==> config.mk <==
export PLATFORM = sky130hd
export DESIGN_NAME = ptmr_top
export DESIGN_NICKNAME = d
export VERILOG_FILES = /design/src/ptmr_top_end.sv /design/src/ptmr_pkg.sv /design/src/ptmr_scale_if.sv /design/src/ptmr_presc.sv /design/src/ptmr_post.sv /design/src/ptmr_top.sv
export VERILOG_INCLUDE_DIRS = /design/src
export SDC_FILE = /design/constraint.sdc
export NUM_CORES = 1
export LEC_CHECK = 0
export ABC_AREA = 1
export BUFFER_PORTS_ARGS = -buffer_cell sky130_fd_sc_hd__buf_2
export CORE_UTILIZATION = 50
export CTS_BUF_LIST = sky130_fd_sc_hd__clkbuf_16
export DETAILED_ROUTE_END_ITERATION = 10
export PLACE_DENSITY = 0.78
export SLEW_MARGIN = 10
export SYNTH_ARGS = -nofsm -noshare
export SYNTH_HDL_FRONTEND = slang
export SYNTH_HIERARCHICAL = 1
export SYNTH_SLANG_ARGS = --single-unit
==> constraint.sdc <==
create_clock -name aclk -period 4.8 [get_ports aclk]
set_clock_uncertainty 0.15 [all_clocks]
set_input_delay 1.2 -clock aclk [delete_from_list [all_inputs] [get_ports aclk]]
set_output_delay 1.2 -clock aclk [all_outputs]
set_load 0.01 [all_outputs]
==> src/ptmr_defines.svh <==
`ifndef PTMR_DEFINES_SVH
`define PTMR_DEFINES_SVH
// ****************************************
// Register indices (byte address = 4 * index)
// ****************************************
`define PTMR_IDX_INTEN 10'h00B
`define PTMR_IDX_FLAGS 10'h00C
`define PTMR_IDX_COUNT 10'h011
`define PTMR_IDX_CTL 10'h012
`define PTMR_IDX_IE 10'h08C
`define PTMR_IDX_PERIOD 10'h092
// ****************************************
// Field positions
// ****************************************
`define PTMR_POST_MSB 6
`define PTMR_POST_LSB 3
`define PTMR_RUN_BIT 2
`define PTMR_PRE_MSB 1
`define PTMR_PRE_LSB 0
`define PTMR_CTL_TOP_BIT 7
`define PTMR_FLAG_BIT 1
`define PTMR_GIE_BIT 7
`define PTMR_PERIPHERAL_INTERRUPT_ENABLE_BIT 6
// ****************************************
// Reset values and counts
// ****************************************
`define PTMR_PERIOD_RST 8'hFF
`define PTMR_QDIV_LAST 2'h3
`define PTMR_PRE1_LAST 4'h0
`define PTMR_PRE4_LAST 4'h3
`define PTMR_PRE16_LAST 4'hF
`define PTMR_RESP_OKAY 2'h0
`define PTMR_RESP_SLVERR 2'h2
`endif

==> src/ptmr_top_end.sv <==
`timescale 1ns/1ns

==> src/ptmr_pkg.sv <==
package ptmr_pkg;
    // ****************************************
    // State of the prescaler
    // ****************************************
    typedef struct packed {
        logic [1:0] q_cnt; // Quarter-rate divider
        logic [3:0] cnt;   // Prescale counter
        logic tick;        // Prescaled tick pulse
    } ptmr_presc_t;
    // ****************************************
    // State of the postscaler
    // ****************************************
    typedef struct packed {
        logic [3:0] cnt; // Match counter
        logic tick;      // Postscaled event pulse
    } ptmr_post_t;
    // ****************************************
    // State of the top block
    // ****************************************
    typedef struct packed {
        logic aw_got;       // Write address held
        logic [9:0] aw_idx; // Held write index
        logic w_got;        // Write data held
        logic [7:0] wdata;  // Held write byte
        logic wlane;        // Low byte lane enabled
        logic awready;
        logic wready;
        logic bvalid;
        logic [1:0] bresp;
        logic arready;
        logic rvalid;
        logic [7:0] rdata;
        logic [1:0] rresp;
        logic rd_ctl;       // Last read hit control
        logic [6:0] ctl;    // Control, top bit absent
        logic [7:0] count;  // Timer count
        logic [7:0] period; // Timer period
        logic flag;         // Match interrupt flag
        logic ie;           // Match interrupt enable
        logic peripheral_interrupt_enable;         // Peripheral enable
        logic global_interrupt_enable;          // Global enable
        logic ssp_tick;     // Raw match to serial port
        logic irq;          // Interrupt request
    } ptmr_main_t;
endpackage

==> src/ptmr_scale_if.sv <==
`timescale 1ns/1ns
// ****************************************
// Link between the timer and a scaler
// ****************************************
interface ptmr_scale_if;
    logic en;        // Input event qualifier
    logic clr;       // Clear the scaler counter
    logic [3:0] sel; // Ratio select
    logic tick;      // Scaled output pulse
    modport ctrl (output en, output clr, output sel, input tick);
    modport div (input en, input clr, input sel, output tick);
endinterface

==> src/ptmr_presc.sv <==
`timescale 1ns/1ns
`include "ptmr_defines.svh"
module ptmr_presc
    import ptmr_pkg::*;
(
    input wire logic aclk,    // Device clock
    input wire logic aresetn, // Sync reset, active low
    ptmr_scale_if.div sc      // Control from the timer
);
    ptmr_presc_t st_r; // Registered state
    ptmr_presc_t st_nxt; // Next state
    logic qtick; // Instruction-rate enable
    logic [3:0] last; // Final count for ratio
    assign sc.tick = st_r.tick;
    // ****************************************
    // Quarter divider and prescale counter
    // ****************************************
    always_comb begin
        st_nxt = st_r;
        st_nxt.tick = 1'b0;
        qtick = (st_r.q_cnt == `PTMR_QDIV_LAST);
        st_nxt.q_cnt = st_r.q_cnt + 2'h1;
        // Upper code bit alone picks 1:16
        if (sc.sel[`PTMR_PRE_MSB]) begin
            last = `PTMR_PRE16_LAST;
        end else if (sc.sel[`PTMR_PRE_LSB]) begin
            last = `PTMR_PRE4_LAST;
        end else begin
            last = `PTMR_PRE1_LAST;
        end
        // Clear beats any pending tick
        if (sc.clr) begin
            st_nxt.cnt = '0;
        end else if (qtick && sc.en) begin
            if (st_r.cnt >= last) begin
                st_nxt.cnt = '0;
                st_nxt.tick = 1'b1;
            end else begin
                st_nxt.cnt = st_r.cnt + 4'h1;
            end
        end
    end
    // State register
    always_ff @(posedge aclk) begin
        if (!aresetn) begin
            st_r <= '0;
        end else begin
            st_r <= st_nxt;
        end
    end
endmodule

==> src/ptmr_post.sv <==
`timescale 1ns/1ns
`include "ptmr_defines.svh"
module ptmr_post
    import ptmr_pkg::*;
(
    input wire logic aclk,    // Device clock
    input wire logic aresetn, // Sync reset, active low
    ptmr_scale_if.div sc      // Control from the timer
);
    ptmr_post_t st_r; // Registered state
    ptmr_post_t st_nxt; // Next state
    assign sc.tick = st_r.tick;
    // ****************************************
    // Postscale counter, ratio is code plus one
    // ****************************************
    always_comb begin
        st_nxt = st_r;
        st_nxt.tick = 1'b0;
        if (sc.clr) begin
            st_nxt.cnt = '0;
        end else if (sc.en) begin
            // Ratio change mid-count takes effect at once
            if (st_r.cnt >= sc.sel) begin
                st_nxt.cnt = '0;
                st_nxt.tick = 1'b1;
            end else begin
                st_nxt.cnt = st_r.cnt + 4'h1;
            end
        end
    end
    // State register
    always_ff @(posedge aclk) begin
        if (!aresetn) begin
            st_r <= '0;
        end else begin
            st_r <= st_nxt;
        end
    end
endmodule

==> src/ptmr_top.sv <==
`timescale 1ns/1ns
`include "ptmr_defines.svh"
module ptmr_top
    import ptmr_pkg::*;
(
    input wire logic aclk,                 // Device clock, 50 MHz
    input wire logic aresetn,              // Sync reset, active low
    input wire logic [11:0] s_axi_awaddr,  // Write address
    input wire logic s_axi_awvalid,        // Write address valid
    output logic s_axi_awready,            // Write address ready
    input wire logic [31:0] s_axi_wdata,   // Write data
    input wire logic [3:0] s_axi_wstrb,    // Write strobes
    input wire logic s_axi_wvalid,         // Write data valid
    output logic s_axi_wready,             // Write data ready
    output logic [1:0] s_axi_bresp,        // Write response
    output logic s_axi_bvalid,             // Write response valid
    input wire logic s_axi_bready,         // Write response ready
    input wire logic [11:0] s_axi_araddr,  // Read address
    input wire logic s_axi_arvalid,        // Read address valid
    output logic s_axi_arready,            // Read address ready
    output logic [31:0] s_axi_rdata,       // Read data
    output logic [1:0] s_axi_rresp,        // Read response
    output logic s_axi_rvalid,             // Read data valid
    input wire logic s_axi_rready,         // Read data ready
    output logic ssp_shift_tick,           // Raw match pulse
    output logic irq_req                   // Interrupt request
);
    // ****************************************
    // Declarations
    // ****************************************
    ptmr_main_t st_r; // Registered state
    ptmr_main_t st_nxt; // Next state
    ptmr_scale_if pre_if (); // Prescaler link
    ptmr_scale_if post_if (); // Postscaler link
    logic wr_go; // Held write executes now
    logic ctl_wr; // Control byte written
    logic cnt_wr; // Count byte written
    logic inc; // Timer advances this cycle
    logic [9:0] ar_idx; // Read index
    // ****************************************
    // Scalers
    // ****************************************
    ptmr_presc u_presc (
        .aclk(aclk),
        .aresetn(aresetn),
        .sc(pre_if.div)
    );
    ptmr_post u_post (
        .aclk(aclk),
        .aresetn(aresetn),
        .sc(post_if.div)
    );
    // Prescale counter only moves while the timer runs; the quarter divider runs always
    assign pre_if.en = st_r.ctl[`PTMR_RUN_BIT];
    assign pre_if.clr = ctl_wr || cnt_wr;
    assign pre_if.sel = {2'h0, st_r.ctl[`PTMR_PRE_MSB:`PTMR_PRE_LSB]};
    // Postscaler counts raw matches
    assign post_if.en = st_r.ssp_tick;
    assign post_if.clr = ctl_wr || cnt_wr;
    assign post_if.sel = st_r.ctl[`PTMR_POST_MSB:`PTMR_POST_LSB];
    assign ar_idx = s_axi_araddr[11:2];
    // ****************************************
    // Outputs, all from flip-flops
    // ****************************************
    assign s_axi_awready = st_r.awready;
    assign s_axi_wready = st_r.wready;
    assign s_axi_bvalid = st_r.bvalid;
    assign s_axi_bresp = st_r.bresp;
    assign s_axi_arready = st_r.arready;
    assign s_axi_rvalid = st_r.rvalid;
    assign s_axi_rresp = st_r.rresp;
    assign s_axi_rdata = {24'h000000, st_r.rdata};
    assign ssp_shift_tick = st_r.ssp_tick;
    assign irq_req = st_r.irq;
    // ****************************************
    // Bus slave, timer and flags
    // ****************************************
    always_comb begin
        st_nxt = st_r;
        st_nxt.ssp_tick = 1'b0;
        wr_go = 1'b0;
        ctl_wr = 1'b0;
        cnt_wr = 1'b0;
        inc = 1'b0;
        // Address and data may come in either order
        if (s_axi_awvalid && st_r.awready) begin
            st_nxt.aw_got = 1'b1;
            st_nxt.aw_idx = s_axi_awaddr[11:2];
        end
        if (s_axi_wvalid && st_r.wready) begin
            st_nxt.w_got = 1'b1;
            st_nxt.wdata = s_axi_wdata[7:0];
            st_nxt.wlane = s_axi_wstrb[0];
        end
        // Both halves held: perform the write
        if (st_r.aw_got && st_r.w_got && !st_r.bvalid) begin
            wr_go = 1'b1;
            st_nxt.aw_got = 1'b0;
            st_nxt.w_got = 1'b0;
            st_nxt.bvalid = 1'b1;
            st_nxt.bresp = `PTMR_RESP_OKAY;
            if (st_r.aw_idx == `PTMR_IDX_FLAGS) begin
                st_nxt.flag = st_r.wlane ? st_r.wdata[`PTMR_FLAG_BIT] : st_r.flag;
            end else if (st_r.aw_idx == `PTMR_IDX_COUNT) begin
                cnt_wr = st_r.wlane;
            end else if (st_r.aw_idx == `PTMR_IDX_CTL) begin
                ctl_wr = st_r.wlane;
            end else if (st_r.aw_idx == `PTMR_IDX_IE) begin
                st_nxt.ie = st_r.wlane ? st_r.wdata[`PTMR_FLAG_BIT] : st_r.ie;
            end else if (st_r.aw_idx == `PTMR_IDX_PERIOD) begin
                st_nxt.period = st_r.wlane ? st_r.wdata : st_r.period;
            end else if (st_r.aw_idx == `PTMR_IDX_INTEN) begin
                st_nxt.global_interrupt_enable = st_r.wlane ? st_r.wdata[`PTMR_GIE_BIT] : st_r.global_interrupt_enable;
                st_nxt.peripheral_interrupt_enable = st_r.wlane ? st_r.wdata[`PTMR_PERIPHERAL_INTERRUPT_ENABLE_BIT] : st_r.peripheral_interrupt_enable;
            end else begin
                // Unmapped: no effect, error answer
                st_nxt.bresp = `PTMR_RESP_SLVERR;
            end
        end
        if (st_r.bvalid && s_axi_bready) begin
            st_nxt.bvalid = 1'b0;
        end
        // Read: data sampled from the state before the edge
        if (s_axi_arvalid && st_r.arready) begin
            st_nxt.rvalid = 1'b1;
            st_nxt.rresp = `PTMR_RESP_OKAY;
            st_nxt.rdata = 8'h00;
            st_nxt.rd_ctl = 1'b0;
            if (ar_idx == `PTMR_IDX_FLAGS) begin
                st_nxt.rdata[`PTMR_FLAG_BIT] = st_r.flag;
            end else if (ar_idx == `PTMR_IDX_COUNT) begin
                st_nxt.rdata = st_r.count;
            end else if (ar_idx == `PTMR_IDX_CTL) begin
                st_nxt.rdata = {1'b0, st_r.ctl};
                st_nxt.rd_ctl = 1'b1;
            end else if (ar_idx == `PTMR_IDX_IE) begin
                st_nxt.rdata[`PTMR_FLAG_BIT] = st_r.ie;
            end else if (ar_idx == `PTMR_IDX_PERIOD) begin
                st_nxt.rdata = st_r.period;
            end else if (ar_idx == `PTMR_IDX_INTEN) begin
                st_nxt.rdata[`PTMR_GIE_BIT] = st_r.global_interrupt_enable;
                st_nxt.rdata[`PTMR_PERIPHERAL_INTERRUPT_ENABLE_BIT] = st_r.peripheral_interrupt_enable;
            end else begin
                st_nxt.rresp = `PTMR_RESP_SLVERR;
            end
        end
        if (st_r.rvalid && s_axi_rready) begin
            st_nxt.rvalid = 1'b0;
        end
        // One write and one read outstanding at most
        st_nxt.awready = !st_nxt.aw_got && !st_nxt.bvalid;
        st_nxt.wready = !st_nxt.w_got && !st_nxt.bvalid;
        st_nxt.arready = !st_nxt.rvalid;
        // Control top bit simply has no storage
        if (ctl_wr) begin
            st_nxt.ctl = st_r.wdata[6:0];
        end
        // A control or count write in the same cycle suppresses the step
        inc = pre_if.tick && st_r.ctl[`PTMR_RUN_BIT] && !ctl_wr && !cnt_wr;
        if (cnt_wr) begin
            st_nxt.count = st_r.wdata;
        end else if (inc) begin
            if (st_r.count == st_r.period) begin
                st_nxt.count = 8'h00;
                st_nxt.ssp_tick = 1'b1;
            end else begin
                st_nxt.count = st_r.count + 8'h01;
            end
        end
        // Hardware set wins over a software clear
        if (post_if.tick) begin
            st_nxt.flag = 1'b1;
        end
        st_nxt.irq = st_r.flag && st_r.ie && st_r.peripheral_interrupt_enable && st_r.global_interrupt_enable;
    end
    // State register; reset also clears both scalers
    always_ff @(posedge aclk) begin
        if (!aresetn) begin
            st_r <= '0;
            st_r.period <= `PTMR_PERIOD_RST;
        end else begin
            st_r <= st_nxt;
        end
    end
endmodule

======== After elaboration in Yosys (flattened, before gate mapping) ========
Index checks and enable logic that the tools add are counted.
cells by class
  order comparisons ....................... 2
  $add $sub $neg .......................... 4
  bitwise gates (word level) .............. 9
  eq/ne operators ......................... 14
  multiplexer cells ....................... 62
  reduce and logical (&&, ||, !) cells .... 36
operators with widths
  cell                   number
  $eq A10 B4 Y1 const B  4
  $eq A10 B5 Y1 const B  4
  $eq A10 B8 Y1 const B  4
  $mux W8                5
  $mux W2                15
  $mux W1                24
  $mux W6                4
  $mux W4                5
  $mux W3                6
  $logic_and A1 B1 Y1    16
  $mux W12               1
  $mux W11               1
  $mux W10               1
  $not A1 Y1             9
  $reduce_or A3 Y1       3
  $add A4 B1 Y4 const B  2
  $add A8 B1 Y8 const B  1
  $eq A8 B8 Y1           1
  $ge A4 B4 Y1           2
  $reduce_and A8 Y1      1
  $reduce_bool A2 Y1     4
  $logic_not A1 Y1       7
  $reduce_and A7 Y1      1
  $reduce_and A6 Y1      1
  other kinds (5)        5
storage, ports and cells
  bits in registers ....................... 80
  bits of input ports ..................... 67
  word-level logic and storage cells ...... 155
  output and inout bits ................... 43

======== Depth between registers and ports, before layout ========
  depth in word-level cells ............... 11
  depth in mapped cells ................... 11
  mapped depth without buffers ............ 11

======== By module ========
Netlist, hierarchy kept.
modules (own cells, without submodules)
  module      cells an instance  sequential area each (um^2)  times used  area each (um^2)
  ptmr_top    516                1301.2                       1           3626.0
  ptmr_presc  50                 140.1                        1           421.7
  ptmr_post   41                 100.1                        1           317.8

======== Worst setup path after synthesis ========
No wires, ideal clock.
  kind .................................... input to register
  start ................................... input s_axi_araddr[11]
  end ..................................... register st_r, in the netlist s_axi_rdata[4]
  data required time ...................... 4.515 ns
  data arrival time ....................... 2.077 ns
  path buffers ............................ 0
  path slack .............................. 2.438 ns
  stages .................................. 8
  library setup time ...................... 0.135 ns
  cells stage by stage .................... nor2_1 -> nand4_1 -> nor2_2 -> inv_2 -> nor2_1 -> nor2_1 -> nand2_1 -> a21oi_1
between the ends
  cells in the longest elaborated chain, start to end .. 7
  elaborated cells on any way between the ends .. 11
  those cells by class .................... 5 x eq/ne; 6 x mux
ends and longest elaborated chain
  item                     line             source
  start, declared          ptmr_top.sv:18   input wire logic [11:0] s_axi_araddr,
  $eq A10 B8 Y1 (no line)  -
  $mux W6                  ptmr_top.sv:138  end else if (ar_idx == `PTMR_IDX_PERIOD) begin
  $mux W6                  ptmr_top.sv:124  if (s_axi_arvalid && st_r.arready) begin
  $mux W6                  ptmr_top.sv:136  end else if (ar_idx == `PTMR_IDX_IE) begin
  $mux W8                  ptmr_top.sv:133  end else if (ar_idx == `PTMR_IDX_CTL) begin
  $mux W8                  ptmr_top.sv:131  end else if (ar_idx == `PTMR_IDX_COUNT) begin
  $mux W6 (*)              ptmr_top.sv:129  if (ar_idx == `PTMR_IDX_FLAGS) begin
  end signal, assigned     ptmr_top.sv:182  st_r <= st_nxt;
  end, declared            ptmr_top.sv:31   ptmr_main_t st_r;
Every way passes the cells marked *; elsewhere a longest branch is shown, timed or not. The select of a mux whose other input is x is not followed.
A chain may end at the register's enable or synchronous reset.

======== Worst setup path after layout ========
  start ................................... input s_axi_araddr[11]
  end ..................................... register st_r, in the netlist s_axi_rresp[1]
between the ends
  cells in the longest elaborated chain, start to end .. 7
  elaborated cells on any way between the ends .. 12
  those cells by class .................... 6 x eq/ne; 6 x mux
ends and longest elaborated chain
  item                     line             source
  $eq A10 B4 Y1 (no line)  -
  $mux W2                  ptmr_top.sv:140  end else if (ar_idx == `PTMR_IDX_INTEN) begin
  $mux W2                  ptmr_top.sv:138
  $mux W3                  ptmr_top.sv:136
  $mux W2                  ptmr_top.sv:133
  $mux W3                  ptmr_top.sv:131
  $mux W4 (*)              ptmr_top.sv:129
Every way passes the cells marked *; elsewhere a longest branch is shown, timed or not.

==> summary.txt <==
Synthesis
  • Distinct cells, synth: 40
  • Post-Syn Instances: 607
  • Yosys warnings: 6
  • Post-Syn Area per Cell: 7.19 um2
  • Mapped cell area: 0.00437 mm2
  • Seq cells post-synth: 77
  • Register area share after synthesis: 0.353

Clock network
  • Hold buffer count at CTS: 0
  • Post-CTS sizing: 0
  • Root Driver: clkbuf_16
  • Clock sinks: 77
  • CTS clk-pin slew, worst paths: 0.05 ns
  • Setup bufs post-CTS: 0
  • Clock buffer depth: 2
  • TritonCTS Buffers: 9
  • Clk Latency, worst-skew pair: 0.33 ns
  • CTS tree: built
  • H-tree Lvls: 3

Power
  • Pwr dens: 291 mW/mm2
  • Peak supply drop: 277 uV
  • Lkg Pwr: 2.19 nW

Global routing
  • Gr usage total: 0.229
  • Pin count of the biggest net entering global routing: 35
  • Initial antenna violation count: 0
  • First-pass GRT wire length: 16,200 um
  • Vias in the first global route: 3,626
  • Total grt overflow: 0

Placed design
  • Post-detail-place hpwl: 7090 um
  • Port Buffers: 52
  • Final Wtd Congestion: 0.891
  • Placed cells: 741
  • Place WS: 2.10 ns

Routing
  • DR pass1 iterations: 5
  • Drt wl/cell: 12.6 um
  • Post-DRT Antenna Nets: 0
  • Initial drt markers: 266
  • Via count: 3,877
  • Final wirelength: 9510 um
  • Via density: 5.12
  • Residual DRC: 0

STA
  • Final Critical Period: 2.35 ns
  • Setup violators final: 0
  • Worst Tran Pin Value: 0.542 ns
  • Pins Over Slew Limit: 0
  • Crit share post-route: 0.490
  • Max Fclk: 425 MHz
  • RSZ-0062 raised after global routing: no
  • Slew Limit Headroom: 0.639
  • Hold slack: 0.283 ns
  • Post-route setup slack: 2.45 ns
  • Final hold vios: 0
  • Setup_tns: 0 ns

Setup path
  • Worst EP required: 4.86 ns
  • Startpoint Class: primary input
  • Crit-path max FO: 7
  • WS Path Type: primary input to flop
  • Worst Path Arrival: 2.41 ns
  • CP Capture Type: flop
  • R2R Setup Slk: 2.71 ns

Final layout
  • Fin cells: 757
  • Register area: 0.00154 mm2
  • ANT cells: 0
  • Area occupied by multi-input gates: 0.00231 mm2
  • Layout Nets: 726
  • Ratio of cells with drive above 1 in the final layout: 0.167
  • Core Util, Final: 0.573
  • # fillers: 762
  • Area Overhead vs Synth: 9.43%

Die
  • Die H: 95.4 um
  • # IOs: 110
  • Core Region: 0.00834 mm2
  • Starting Density: 0.523
  • Row count: 33
  • Die Area: 0.00911 mm2
  • Die X: 95.4 um

Status
  • Outcome: finished clean

Flow run
  • Max-cap violation count: 0

Worst hold path
  • Worst Hold Class: flop to flop
[state kept, by name, indices dropped and copies added (netlist names)]
name and count:
st_r 41, s_axi_rdata 8, u_presc/st_r 6, post_if.sel 4, u_post/st_r 4, pre_if.sel 2
irq_req 1, pre_if.en 1, s_axi_arready 1, s_axi_awready 1, s_axi_bresp 1, s_axi_bvalid 1
s_axi_rresp 1, s_axi_rvalid 1, s_axi_wready 1, ssp_shift_tick 1, u_post/sc.tick 1, u_presc/sc.tick 1
[path summary, 6_finish.rpt]
path	from	to	cells after the start
worst min-delay path	u_presc/st_r[5]$_SDFF_PN0_	u_presc/st_r[5]$_SDFF_PN0_	1
worst min register to register	u_presc/st_r[5]$_SDFF_PN0_	u_presc/st_r[5]$_SDFF_PN0_	1
worst max-delay path	s_axi_araddr[11]	s_axi_rresp[1]$_SDFFE_PN0P_	7
worst max register to register	st_r[66]$_SDFFE_PN0P_	u_presc/st_r[3]$_SDFFE_PP0N_	8
[synthesized netlist by cell type, drive strengths merged]
library cell / number / share of area
xnor2: 8 / 0.016
inv: 63 / 0.055
nand3: 57 / 0.076
xor2: 9 / 0.018
dfxtp: 77 / 0.35
o31ai: 1 / 0.0017
nand3b: 1 / 0.0017
mux2i: 2 / 0.0046
nor4: 3 / 0.0043
clkinv: 3 / 0.0037
o21ai: 24 / 0.028
buf: 40 / 0.069
a21oi: 46 / 0.060
o211a: 1 / 0.0023
nor2: 72 / 0.077
conb: 1 / 0.00086
and2: 1 / 0.0014
o211ai: 2 / 0.0034
nand4: 17 / 0.031
nand2: 147 / 0.13
clkbuf: 10 / 0.011
ha: 12 / 0.034
nor3: 10 / 0.014
[cells by family after synthesis]
logic type	count (synthesis)	share of synthesized area
DFF	77	0.353
muxes	2	0.00459
adders and majority gates	12	0.0344
other	1	0.000859
buffers and inverters	116	0.138
and+or+nand+nor	308	0.339
xor gates and xnor gates	17	0.0341
AOI/OAI and AO/OA	74	0.0954
[worst max-delay path: stages]
cell	delay, ns
buf_2	0.09
nor2_1	0.21
nand4_1	0.19
o21ai_1	0.44
inv_1	0.11
nand3_1	0.11
a21oi_1	0.06
[metal layers]
metal	track usage	up-vias	share of wire	wire, um
li1	-	1981	-	-
met1	0.276	1742	0.45	4250
met2	0.401	142	0.48	4580
met3	0.0542	12	0.058	549
met4	0.0709	0	0.013	127
met5	0	-	0	0
[through the flow]
stage                     power [W]  area [um2]
final                       0.00139        4780
after global placement     0.000808        4520
after detailed placement   0.000814        4520
after floorplan            0.000792        4460
after CTS                   0.00140        4780
after global routing        0.00146        4780
[final cells by class]
| type | count | share of cell area |
|---|---|---|
| well taps | 105 | 0.0275 |
| multi-input cells | 439 | 0.484 |
| clock buffers | 9 | 0.0471 |
| repair buffers | 54 | 0.0576 |
| clock inverters | 7 | 0.00733 |
| flip-flops and latches | 77 | 0.323 |
| inverters | 66 | 0.0534 |
[cells in the final DEF, fill, tap and decap left out, types with 9 or more instances in the layout]
cell / count
a21oi_1: 37
a21oi_2: 9
buf_2: 52
clkbuf_16: 9
conb_1: 26
dfxtp_1: 77
ha_1: 12
inv_1: 62
nand2_1: 140
nand3_1: 51
nand4_1: 15
nor2_1: 58
nor3_1: 9
o21ai_0: 22
xor2_1: 9
[where the power goes]
part | leakage, nW | internal [W] | total (W) | switching [W]
clock network | 0.129 | 0.000341 | 0.000591 | 0.000250
registers | 0.626 | 0.000659 | 0.000679 | 0.0000200
logic | 1.44 | 0.0000387 | 0.000122 | 0.0000833
total | 2.19 | 0.00104 | 0.00139 | 0.000353
(Power assumes the default switching activity.)
